===== src/design/thresh_pkg.sv =====
// Purpose : Constants for the threshold window compare block
// Assumes : Byte-wide register port, 8-bit register offsets
// Notes   : Offsets, resets and field positions are named once here
package thresh_pkg;
    // ************************************************************
    // Widths
    // ************************************************************
    localparam int PROX_W  = 11;
    localparam int LIGHT_W = 16;
    localparam int PERS_W  = 4;

    // ************************************************************
    // Register offsets
    // ************************************************************
    localparam logic [7:0] INT_CTRL_ADDR      = 8'h98;
    localparam logic [7:0] PROX_UP_LO_ADDR    = 8'h99;
    localparam logic [7:0] PROX_UP_HI_ADDR    = 8'h9A;
    localparam logic [7:0] PROX_LOW_LO_ADDR   = 8'h9B;
    localparam logic [7:0] PROX_LOW_HI_ADDR   = 8'h9C;
    localparam logic [7:0] LIGHT_UP_LO_ADDR   = 8'h9E;
    localparam logic [7:0] LIGHT_UP_HI_ADDR   = 8'h9F;
    localparam logic [7:0] LIGHT_LOW_LO_ADDR  = 8'hA0;
    localparam logic [7:0] LIGHT_LOW_HI_ADDR  = 8'hA1;
    localparam logic [7:0] PERSIST_ADDR       = 8'hA4;

    // ************************************************************
    // Reset values
    // ************************************************************
    localparam logic [7:0] INT_CTRL_RST       = 8'h08;
    localparam logic [7:0] PROX_UP_LO_RST     = 8'hFF;
    localparam logic [7:0] PROX_UP_HI_RST     = 8'h07;
    localparam logic [7:0] PROX_LOW_LO_RST    = 8'h00;
    localparam logic [7:0] PROX_LOW_HI_RST    = 8'h00;
    localparam logic [7:0] LIGHT_UP_LO_RST    = 8'hFF;
    localparam logic [7:0] LIGHT_UP_HI_RST    = 8'hFF;
    localparam logic [7:0] LIGHT_LOW_LO_RST   = 8'h00;
    localparam logic [7:0] LIGHT_LOW_HI_RST   = 8'h00;
    localparam logic [7:0] PERSIST_RST        = 8'h00;

    // ************************************************************
    // Field positions
    // ************************************************************
    localparam int PROX_HI_MSB   = 2;
    localparam int CTRL_FIELD_MSB = 3;
    localparam int OUT_MODE_BIT  = 3;
    localparam int POLARITY_BIT  = 2;
    localparam int SRC_PROX_BIT  = 0;
    localparam int SRC_LIGHT_BIT = 1;
    localparam int PROX_PERS_LSB  = 4;
    localparam int LIGHT_PERS_LSB = 0;
endpackage


===== src/design/window_check.sv =====
// Purpose : One channel window compare with persistence counting
// Assumes : RESULT_VALID pulses once per finished measurement
// Notes   : Limits compare directly with the result format
`timescale 1ns/1ps
`default_nettype none
module window_check
    import thresh_pkg::*;
#(
    parameter int W = 16
) (
    input  wire logic              clk,
    input  wire logic              srst,
    input  wire logic [W-1:0]      result,
    input  wire logic              result_valid,
    input  wire logic [W-1:0]      upper,
    input  wire logic [W-1:0]      lower,
    input  wire logic [PERS_W-1:0] persist,
    output logic                   trig_q,
    output logic                   hit_q,
    output logic                   upd_q
);
    logic [PERS_W-1:0] cnt_q;
    logic [PERS_W-1:0] cnt_d;
    logic              trig_d;
    logic              outside;
    logic [PERS_W-1:0] need;

    // ************************************************************
    // Window compare and persistence
    // ************************************************************
    always_comb begin
        outside = (result > upper) || (result < lower);
        need    = (persist == '0) ? PERS_W'(1) : persist;
        cnt_d   = cnt_q;
        trig_d  = trig_q;
        if (result_valid) begin
            if (outside) begin
                cnt_d  = (cnt_q == '1) ? cnt_q : cnt_q + PERS_W'(1);
                trig_d = (cnt_d >= need);
            end else begin
                cnt_d  = '0;
                trig_d = 1'b0;
            end
        end
    end

    always_ff @(posedge clk) begin
        if (srst) begin
            cnt_q  <= '0;
            trig_q <= 1'b0;
            hit_q  <= 1'b0;
            upd_q  <= 1'b0;
        end else begin
            cnt_q  <= cnt_d;
            trig_q <= trig_d;
            hit_q  <= result_valid && trig_d;
            upd_q  <= result_valid;
        end
    end

    inside_clear_a: assert property (@(posedge clk) disable iff (srst)
        result_valid && result <= upper && result >= lower |=> !trig_q && !hit_q)
        else $error("Result inside window raised a condition");
    above_top_a: assert property (@(posedge clk) disable iff (srst)
        result_valid && result > upper && persist <= 4'h1 |=> trig_q && hit_q)
        else $error("Result above upper limit not flagged");
    below_floor_a: assert property (@(posedge clk) disable iff (srst)
        result_valid && result < lower && persist <= 4'h1 |=> trig_q)
        else $error("Result below lower limit not flagged");
    persist_hold_a: assert property (@(posedge clk) disable iff (srst)
        result_valid && cnt_q == '0 && persist > 4'h1 |=> !trig_q)
        else $error("Persistence filter fired on first outside result");
endmodule
`default_nettype wire


===== src/design/threshold_window_compare.sv =====
// Purpose : Threshold limit registers and interrupt condition for two channels
// Assumes : Byte register port driven by the serial register interface
// Notes   : Pin is two signals, level and enable, no inout
// Summary of operation
// - Each channel's upper and lower limit bound one window checked against every new result.
// - A result outside its window raises that channel's condition; one inside raises none.
// - Proximity upper limit is 11 bits, bits 7:0 at 0x99 and bits 10:8 in 0x9A bits 2:0.
// - Proximity lower limit is 11 bits, bits 7:0 at 0x9B and bits 10:8 in 0x9C bits 2:0.
// - Proximity upper limit resets to 0xFF low and 0x07 high.
// - Proximity lower limit resets to 0x00 in both bytes.
// - Light upper limit is 16 bits at 0x9E and 0x9F, both bytes resetting to 0xFF.
// - Light lower limit is 16 bits at 0xA0 and 0xA1, both bytes resetting to 0x00.
// - A two-bit source select gates the pin while status keeps updating.
// - Output mode 0 latches the pin until a status read; mode 1 refreshes it each measurement.
// - A four-bit persistence count per channel needs N consecutive outside results, 0 every one.
`timescale 1ns/1ps
`default_nettype none
module threshold_window_compare
    import thresh_pkg::*;
(
    input  wire logic               SYS_CLK,
    input  wire logic               SRST,
    input  wire logic [7:0]         REG_ADDR,
    input  wire logic [7:0]         REG_WDATA,
    input  wire logic               REG_WR,
    input  wire logic               REG_RD,
    output logic      [7:0]         REG_RDATA,
    input  wire logic [PROX_W-1:0]  PROX_RESULT,
    input  wire logic               PROX_VALID,
    input  wire logic [LIGHT_W-1:0] LIGHT_RESULT,
    input  wire logic               LIGHT_VALID,
    input  wire logic               STATUS_RD,
    output logic                    PROX_STATUS,
    output logic                    LIGHT_STATUS,
    output logic                    INT_O,
    output logic                    INT_OE
);
    logic [7:0] ctrl_q, ctrl_d;
    logic [7:0] pup_lo_q, pup_lo_d, pup_hi_q, pup_hi_d;
    logic [7:0] plo_lo_q, plo_lo_d, plo_hi_q, plo_hi_d;
    logic [7:0] lup_lo_q, lup_lo_d, lup_hi_q, lup_hi_d;
    logic [7:0] llo_lo_q, llo_lo_d, llo_hi_q, llo_hi_d;
    logic [7:0] pers_q, pers_d;
    logic [7:0] rdata_q, rdata_d;
    logic       pin_q, pin_d;
    logic       into_q, into_d;
    logic       inoe_q, inoe_d;
    logic       p_trig, p_hit, p_upd;
    logic       l_trig, l_hit, l_upd;
    logic [PROX_W-1:0]  prox_upper_limit;
    logic [PROX_W-1:0]  prox_lower_limit;
    logic [LIGHT_W-1:0] light_upper_limit;
    logic [LIGHT_W-1:0] light_lower_limit;

    function automatic logic wr_hit(input logic [7:0] a);
        wr_hit = REG_WR && (REG_ADDR == a);
    endfunction

    // ************************************************************
    // Limit assembly
    // ************************************************************
    assign prox_upper_limit  = {pup_hi_q[PROX_HI_MSB:0], pup_lo_q};
    assign prox_lower_limit  = {plo_hi_q[PROX_HI_MSB:0], plo_lo_q};
    assign light_upper_limit = {lup_hi_q, lup_lo_q};
    assign light_lower_limit = {llo_hi_q, llo_lo_q};

    // ************************************************************
    // Channel compare
    // ************************************************************
    window_check #(.W(PROX_W)) u_prox (
        .clk          (SYS_CLK),
        .srst         (SRST),
        .result       (PROX_RESULT),
        .result_valid (PROX_VALID),
        .upper        (prox_upper_limit),
        .lower        (prox_lower_limit),
        .persist      (pers_q[PROX_PERS_LSB +: PERS_W]),
        .trig_q       (p_trig),
        .hit_q        (p_hit),
        .upd_q        (p_upd)
    );

    window_check #(.W(LIGHT_W)) u_light (
        .clk          (SYS_CLK),
        .srst         (SRST),
        .result       (LIGHT_RESULT),
        .result_valid (LIGHT_VALID),
        .upper        (light_upper_limit),
        .lower        (light_lower_limit),
        .persist      (pers_q[LIGHT_PERS_LSB +: PERS_W]),
        .trig_q       (l_trig),
        .hit_q        (l_hit),
        .upd_q        (l_upd)
    );

    // ************************************************************
    // Register writes and reads
    // ************************************************************
    always_comb begin
        ctrl_d   = wr_hit(INT_CTRL_ADDR)
                 ? {4'h0, REG_WDATA[CTRL_FIELD_MSB:0]} : ctrl_q;
        pup_lo_d = wr_hit(PROX_UP_LO_ADDR)  ? REG_WDATA : pup_lo_q;
        pup_hi_d = wr_hit(PROX_UP_HI_ADDR)
                 ? {5'h00, REG_WDATA[PROX_HI_MSB:0]} : pup_hi_q;
        plo_lo_d = wr_hit(PROX_LOW_LO_ADDR) ? REG_WDATA : plo_lo_q;
        plo_hi_d = wr_hit(PROX_LOW_HI_ADDR)
                 ? {5'h00, REG_WDATA[PROX_HI_MSB:0]} : plo_hi_q;
        lup_lo_d = wr_hit(LIGHT_UP_LO_ADDR)  ? REG_WDATA : lup_lo_q;
        lup_hi_d = wr_hit(LIGHT_UP_HI_ADDR)  ? REG_WDATA : lup_hi_q;
        llo_lo_d = wr_hit(LIGHT_LOW_LO_ADDR) ? REG_WDATA : llo_lo_q;
        llo_hi_d = wr_hit(LIGHT_LOW_HI_ADDR) ? REG_WDATA : llo_hi_q;
        pers_d   = wr_hit(PERSIST_ADDR)      ? REG_WDATA : pers_q;
        rdata_d  = rdata_q;
        if (REG_RD) begin
            unique case (REG_ADDR)
                INT_CTRL_ADDR:     rdata_d = ctrl_q;
                PROX_UP_LO_ADDR:   rdata_d = pup_lo_q;
                PROX_UP_HI_ADDR:   rdata_d = pup_hi_q;
                PROX_LOW_LO_ADDR:  rdata_d = plo_lo_q;
                PROX_LOW_HI_ADDR:  rdata_d = plo_hi_q;
                LIGHT_UP_LO_ADDR:  rdata_d = lup_lo_q;
                LIGHT_UP_HI_ADDR:  rdata_d = lup_hi_q;
                LIGHT_LOW_LO_ADDR: rdata_d = llo_lo_q;
                LIGHT_LOW_HI_ADDR: rdata_d = llo_hi_q;
                PERSIST_ADDR:      rdata_d = pers_q;
                default:           rdata_d = 8'h00;
            endcase
        end
    end

    // ************************************************************
    // Interrupt pin
    // ************************************************************
    always_comb begin
        pin_d = pin_q;
        if (ctrl_q[OUT_MODE_BIT]) begin
            if ((p_upd && ctrl_q[SRC_PROX_BIT]) || (l_upd && ctrl_q[SRC_LIGHT_BIT])) begin
                pin_d = (p_trig && ctrl_q[SRC_PROX_BIT])
                     || (l_trig && ctrl_q[SRC_LIGHT_BIT]);
            end
        end else begin
            if ((p_hit && ctrl_q[SRC_PROX_BIT]) || (l_hit && ctrl_q[SRC_LIGHT_BIT])) begin
                pin_d = 1'b1;
            end else if (STATUS_RD) begin
                pin_d = 1'b0;
            end
        end
        if (ctrl_q[SRC_LIGHT_BIT:SRC_PROX_BIT] == 2'b00) begin
            pin_d = 1'b0;
        end
        into_d = ctrl_q[POLARITY_BIT] ? pin_d : !pin_d;
        inoe_d = (ctrl_q[SRC_LIGHT_BIT:SRC_PROX_BIT] != 2'b00);
    end

    always_ff @(posedge SYS_CLK) begin
        if (SRST) begin
            ctrl_q   <= INT_CTRL_RST;
            pup_lo_q <= PROX_UP_LO_RST;
            pup_hi_q <= PROX_UP_HI_RST;
            plo_lo_q <= PROX_LOW_LO_RST;
            plo_hi_q <= PROX_LOW_HI_RST;
            lup_lo_q <= LIGHT_UP_LO_RST;
            lup_hi_q <= LIGHT_UP_HI_RST;
            llo_lo_q <= LIGHT_LOW_LO_RST;
            llo_hi_q <= LIGHT_LOW_HI_RST;
            pers_q   <= PERSIST_RST;
            rdata_q  <= 8'h00;
            pin_q    <= 1'b0;
            into_q   <= 1'b1;
            inoe_q   <= 1'b0;
        end else begin
            ctrl_q   <= ctrl_d;
            pup_lo_q <= pup_lo_d;
            pup_hi_q <= pup_hi_d;
            plo_lo_q <= plo_lo_d;
            plo_hi_q <= plo_hi_d;
            lup_lo_q <= lup_lo_d;
            lup_hi_q <= lup_hi_d;
            llo_lo_q <= llo_lo_d;
            llo_hi_q <= llo_hi_d;
            pers_q   <= pers_d;
            rdata_q  <= rdata_d;
            pin_q    <= pin_d;
            into_q   <= into_d;
            inoe_q   <= inoe_d;
        end
    end

    // Status follows the channels regardless of the source select
    assign REG_RDATA    = rdata_q;
    assign PROX_STATUS  = p_trig;
    assign LIGHT_STATUS = l_trig;
    assign INT_O        = into_q;
    assign INT_OE       = inoe_q;

    // ************************************************************
    // Checks
    // ************************************************************
    prox_hi_write_a: assert property (@(posedge SYS_CLK) disable iff (SRST)
        REG_WR && REG_ADDR == PROX_UP_HI_ADDR |=> pup_hi_q == {5'h00, $past(REG_WDATA[2:0])})
        else $error("Proximity upper high byte not masked to three bits");
    prox_low_hi_a: assert property (@(posedge SYS_CLK) disable iff (SRST)
        REG_WR && REG_ADDR == PROX_LOW_HI_ADDR |=> prox_lower_limit[10:8] == $past(REG_WDATA[2:0]))
        else $error("Proximity lower limit high bits wrong");
    reset_values_a: assert property (@(posedge SYS_CLK)
        $past(SRST) |-> prox_upper_limit == 11'h7FF && prox_lower_limit == 11'h000)
        else $error("Proximity limits wrong after reset");
    light_reset_a: assert property (@(posedge SYS_CLK)
        $past(SRST) |-> light_upper_limit == 16'hFFFF && light_lower_limit == 16'h0000)
        else $error("Light limits wrong after reset");
    pin_disabled_a: assert property (@(posedge SYS_CLK) disable iff (SRST)
        ctrl_q[1:0] == 2'b00 |=> !INT_OE)
        else $error("Pin driven while source select is off");
    latch_hold_a: assert property (@(posedge SYS_CLK) disable iff (SRST)
        pin_q && !ctrl_q[3] && ctrl_q[1:0] != 2'b00 && !STATUS_RD |=> pin_q)
        else $error("Latched pin dropped without status read");
    latch_clear_a: assert property (@(posedge SYS_CLK) disable iff (SRST)
        !ctrl_q[3] && STATUS_RD && !p_hit && !l_hit |=> !pin_q)
        else $error("Status read did not clear latched pin");
    prox_only_a: assert property (@(posedge SYS_CLK) disable iff (SRST)
        ctrl_q[1:0] == 2'b01 && p_hit |=> pin_q && INT_O == $past(ctrl_q[POLARITY_BIT]))
        else $error("Proximity condition did not reach pin");
endmodule
`default_nettype wire


===== config.mk =====
export PLATFORM = sky130hd
export DESIGN_NAME = threshold_window_compare
export DESIGN_NICKNAME = d
export VERILOG_FILES = /design/src/design/thresh_pkg.sv /design/src/design/window_check.sv /design/src/design/threshold_window_compare.sv
export SDC_FILE = /design/constraint.sdc
export NUM_CORES = 1
export LEC_CHECK = 0
export ABC_AREA = 0
export BUFFER_PORTS_ARGS = -buffer_cell sky130_fd_sc_hd__buf_4
export CAP_MARGIN = 20
export CORE_ASPECT_RATIO = 2
export CORE_MARGIN = 8
export CORE_UTILIZATION = 30
export DETAILED_ROUTE_END_ITERATION = 16
export PLACE_DENSITY = 0.55
export SYNTH_ARGS = -nofsm -noshare
export SYNTH_HDL_FRONTEND = slang
export SYNTH_SLANG_ARGS = --single-unit

===== constraint.sdc =====
create_clock -name SYS_CLK -period 2.95 [get_ports SYS_CLK]
set_input_delay 0 -clock SYS_CLK [delete_from_list [all_inputs] [get_ports SYS_CLK]]
set_output_delay 0 -clock SYS_CLK [all_outputs]
set_load 0.02 [all_outputs]

==> results.json <==
{
  "path_clk_slew_ps": 70,
  "power.static_leakage_nw": 2.951,
  "yosys-top-cells-count": "sky130_fd_sc_hd__nand2_1, sky130_fd_sc_hd__dfxtp_1, sky130_fd_sc_hd__inv_1, sky130_fd_sc_hd__ha_1, sky130_fd_sc_hd__a21oi_1",
  "final.period_utilization_pct": 81.51,
  "drt-wirelength-per-cell_um": 18.76,
  "routed_wl_um": 18250,
  "synth_largest_area_cell": "sky130_fd_sc_hd__dfxtp_1",
  "synth_top_flop_cell": "sky130_fd_sc_hd__dfxtp_1",
  "dr.first_iter.drc_count": 302,
  "grt_first_pass_wirelength_um": 28350,
  "initial_antenna_violation_count": 0,
  "initial_core_util_pct": 30.47,
  "startpoint_type": "flip-flop",
  "grt_most_used_layer": "met2",
  "clock-skew-final_ps": 9.558,
  "chipHeight_um": 208.4,
  "number_of_global_route_vias_before_repair": 5094,
  "kind_of_end_point_of_the_critical_path": "flip-flop",
  "floorplan.die_area_um2": 23370,
  "grt.met2_usage_pct": 30.19,
  "seq_area_frac_synth_pct": 32.82,
  "fin_worst_hold_slack_ps": 6.162,
  "drv_slew": 0,
  "clock_sink_count": 91,
  "worstSkewPairLatency_ps": 360,
  "syn-mean-instance-area_um2": 7.940,
  "core_um2": 18220,
  "power.share.combinational_pct": 10.9,
  "timing.hold.worst_endpoint": "llo_hi_q[2]",
  "grt_max_degree": 76,
  "run_status": "finished clean",
  "placement.setup.worst_slack_ps": 532.6,
  "sequential_share_of_power_pct": 46.9,
  "worstSetupPathType": "flip-flop to flip-flop",
  "mappedNetlistArea_um2": 5550,
  "maxSlewHeadroom_pct": 27.66,
  "worst_slew_pin_slew_ps": 1076,
  "cp_data_arrival_time_ps": 2650,
  "synthesis.yosys.warnings": 0,
  "ant_nets": 0,
  "worst_r2r_path_depth": 8,
  "met1_usage_pct": 15.19,
  "maxClockFrequency_ghz": 0.4159,
  "cp_data_required_time_ps": 3200,
  "post-route-worst-setup-slack_ps": 545.4,
  "fin_nets": 864,
  "hold_path.class": "input port to flip-flop",
  "rr_startpoint": "llo_lo_q[6]",
  "floorplan.rows": 70,
  "dr.pass1.iters": 5,
  "asyncSetResetFlopFracSynth_pct": 0,
  "cp_max_fo": 5,
  "synth_cell_type_count": 57,
  "syn_nets": 811,
  "power.switching_uw": 710.6,
  "cts_tree": "built",
  "number_of_diodes_added_for_antenna_fixing": 0,
  "power_density_normalized_to_cell_area_nw_per_um2": 406.2,
  "globalRouteOverflowTotal": 0,
  "holdPathStages": 3,
  "irDropWorstVdd_uv": 240.7,
  "areaGrowthSynthToFinish_pct": 17.36,
  "detailroute.via_count": 5073,
  "report.final.setup_viol": 0,
  "synth-edff-count": 0,
  "power.share.switching_pct": 26.86,
  "dp_hpwl_um": 14440,
  "internal_power_mw": 1.935,
  "most_frequent_cell_after_synthesis": "sky130_fd_sc_hd__nand2_1",
  "rsz0062_at_grt": "no",
  "postSynthCellCount": 699,
  "hold_violations": 0,
  "grt_usage_pct": 15.73,
  "max-clock-path-buffers": 2,
  "fraction_of_synthesized_cell_area_taken_by_the_top_area_cell_type_pct": 32.82,
  "die_width_um": 112.2,
  "routed_via_density": 5.214,
  "finalWorstPathRequiredPeriod_ps": 2405,
  "clockPowerShare_pct": 42.2,
  "gpl.final_weighted_congestion": 0.8676,
  "final.setup.tns_ps": 0,
  "globalRouteMet3Util_pct": 2.176,
  "ff2ff_setup_slack_ps": 550,
  "cap_violations": 0,
  "buffer_ports.inserted": 61,
  "crit-reg2reg-capture": "u_light.cnt_q[3]",
  "worst_hold_startpoint": "REG_WDATA[2]",
  "cts-root-buf": "sky130_fd_sc_hd__clkbuf_16",
  "io_pins": 62,
  "cts_made_buffers": 9,
  "synth_area_leaders": "sky130_fd_sc_hd__dfxtp_1, sky130_fd_sc_hd__ha_1, sky130_fd_sc_hd__nand2_1",
  "drc": 0,
  "ys_seq_elements": 91,
  "drive_gt1_share_pct": 12.55,
  "h-tree-depth": 3
}
per-layer routing:
layer	share of wire, %	wire, um	vias to the layer above
li1	-	-	2534
met1	37	6818	2376
met2	55	9981	125
met3	3.0	555	38
met4	4.9	894	0
met5	0	0	-
power groups by stage:
stage / sequential (mW) / clock (mW) / combinational, mW
after detailed placement: 1.27 / 0 / 0.282
after CTS: 1.24 / 1.13 / 0.291
final: 1.24 / 1.12 / 0.289
after global routing: 1.24 / 1.17 / 0.317
after global placement: 1.27 / 0 / 0.281
after floorplan: 1.27 / 0 / 0.150
what timing repair did:
item | 4_1_cts | 5_1_grt
endpoints found under the setup margin | 0 | 0
hold buffers | 8 | 0
endpoints found under the hold margin | 31 | 0
gates resized for setup | 0 | 0
buffers inserted | 0 | 0
per-stage QoR:
stage	total power, mW	area, um2	std cells	util (%)
global route	2.732	6514	973	35.76
finish	2.646	6514	973	35.76
detailed placement	1.552	6158	949	33.80
global placement	1.551	6158	949	33.80
floorplan	1.420	5550	699	-
CTS	2.664	6514	973	35.76
area by class of cell:
type,count,area [um2]
clock buffer,9,225.2
clock inverter,7,50.05
fill,1952,11700
inverter,68,255.2
multi-input combinational,511,3338
sequential,91,1822
tap,216,270.3
timing repair buffer,71,553.0
placed cells by master (no fill, tap or decap), types with 9 or more instances in the layout:
master / instances
sky130_fd_sc_hd__nor2_1: 41
sky130_fd_sc_hd__nand3b_1: 25
sky130_fd_sc_hd__a21o_1: 16
sky130_fd_sc_hd__buf_4: 63
sky130_fd_sc_hd__a22oi_1: 11
sky130_fd_sc_hd__dfxtp_1: 91
sky130_fd_sc_hd__clkbuf_16: 9
sky130_fd_sc_hd__inv_1: 68
sky130_fd_sc_hd__ha_1: 62
sky130_fd_sc_hd__nand3_1: 22
sky130_fd_sc_hd__o21ai_0: 25
sky130_fd_sc_hd__mux2i_1: 15
sky130_fd_sc_hd__nor2b_1: 11
sky130_fd_sc_hd__a21oi_1: 50
sky130_fd_sc_hd__nand2_1: 130
worst max-delay path, cell delays in order (launching register included):
cell                        delay (ps)
sky130_fd_sc_hd__dfxtp_1           360
sky130_fd_sc_hd__inv_1              60
sky130_fd_sc_hd__ha_1              280
sky130_fd_sc_hd__a21o_1            130
sky130_fd_sc_hd__a2111oi_0         100
sky130_fd_sc_hd__o21a_1            140
sky130_fd_sc_hd__o31ai_1           900
sky130_fd_sc_hd__a21oi_1           140
sky130_fd_sc_hd__a21o_1            200
logic make-up after synthesis:
kind of cell               after synthesis  synth area share [%]
AOI/OAI and AO/OA                      157                 18.53
adders and majority gates               62                 13.98
and+or+nand+nor                        269                 23.24
muxes                                   20                 3.922
DFF                                     91                 32.82
xor gates and xnor gates                 3                0.4735
buffers and inverters                   97                 7.033
sequential cells by signal, indices dropped and copies added (netlist names), 8 cells and up:
register	flops
REG_RDATA	8
lup_hi_q	8
pup_lo_q	8
plo_lo_q	8
pers_q	8
llo_lo_q	8
lup_lo_q	8
llo_hi_q	8
worst max-delay path by stage:
stage                             to  cells after the start             start  slack, ps
global route        u_light.cnt_q[3]                      8       llo_lo_q[6]        380
finish              u_light.cnt_q[3]                      8       llo_lo_q[6]        550
global placement    u_light.cnt_q[0]                      7       llo_lo_q[2]        500
floorplan             u_light.trig_q                      9  u_light.cnt_q[0]        820
detailed placement  u_light.cnt_q[3]                      8       llo_lo_q[6]        530
CTS                 u_light.cnt_q[3]                      8       llo_lo_q[6]        520
No activity file was read; power rests on OpenSTA's default activity.
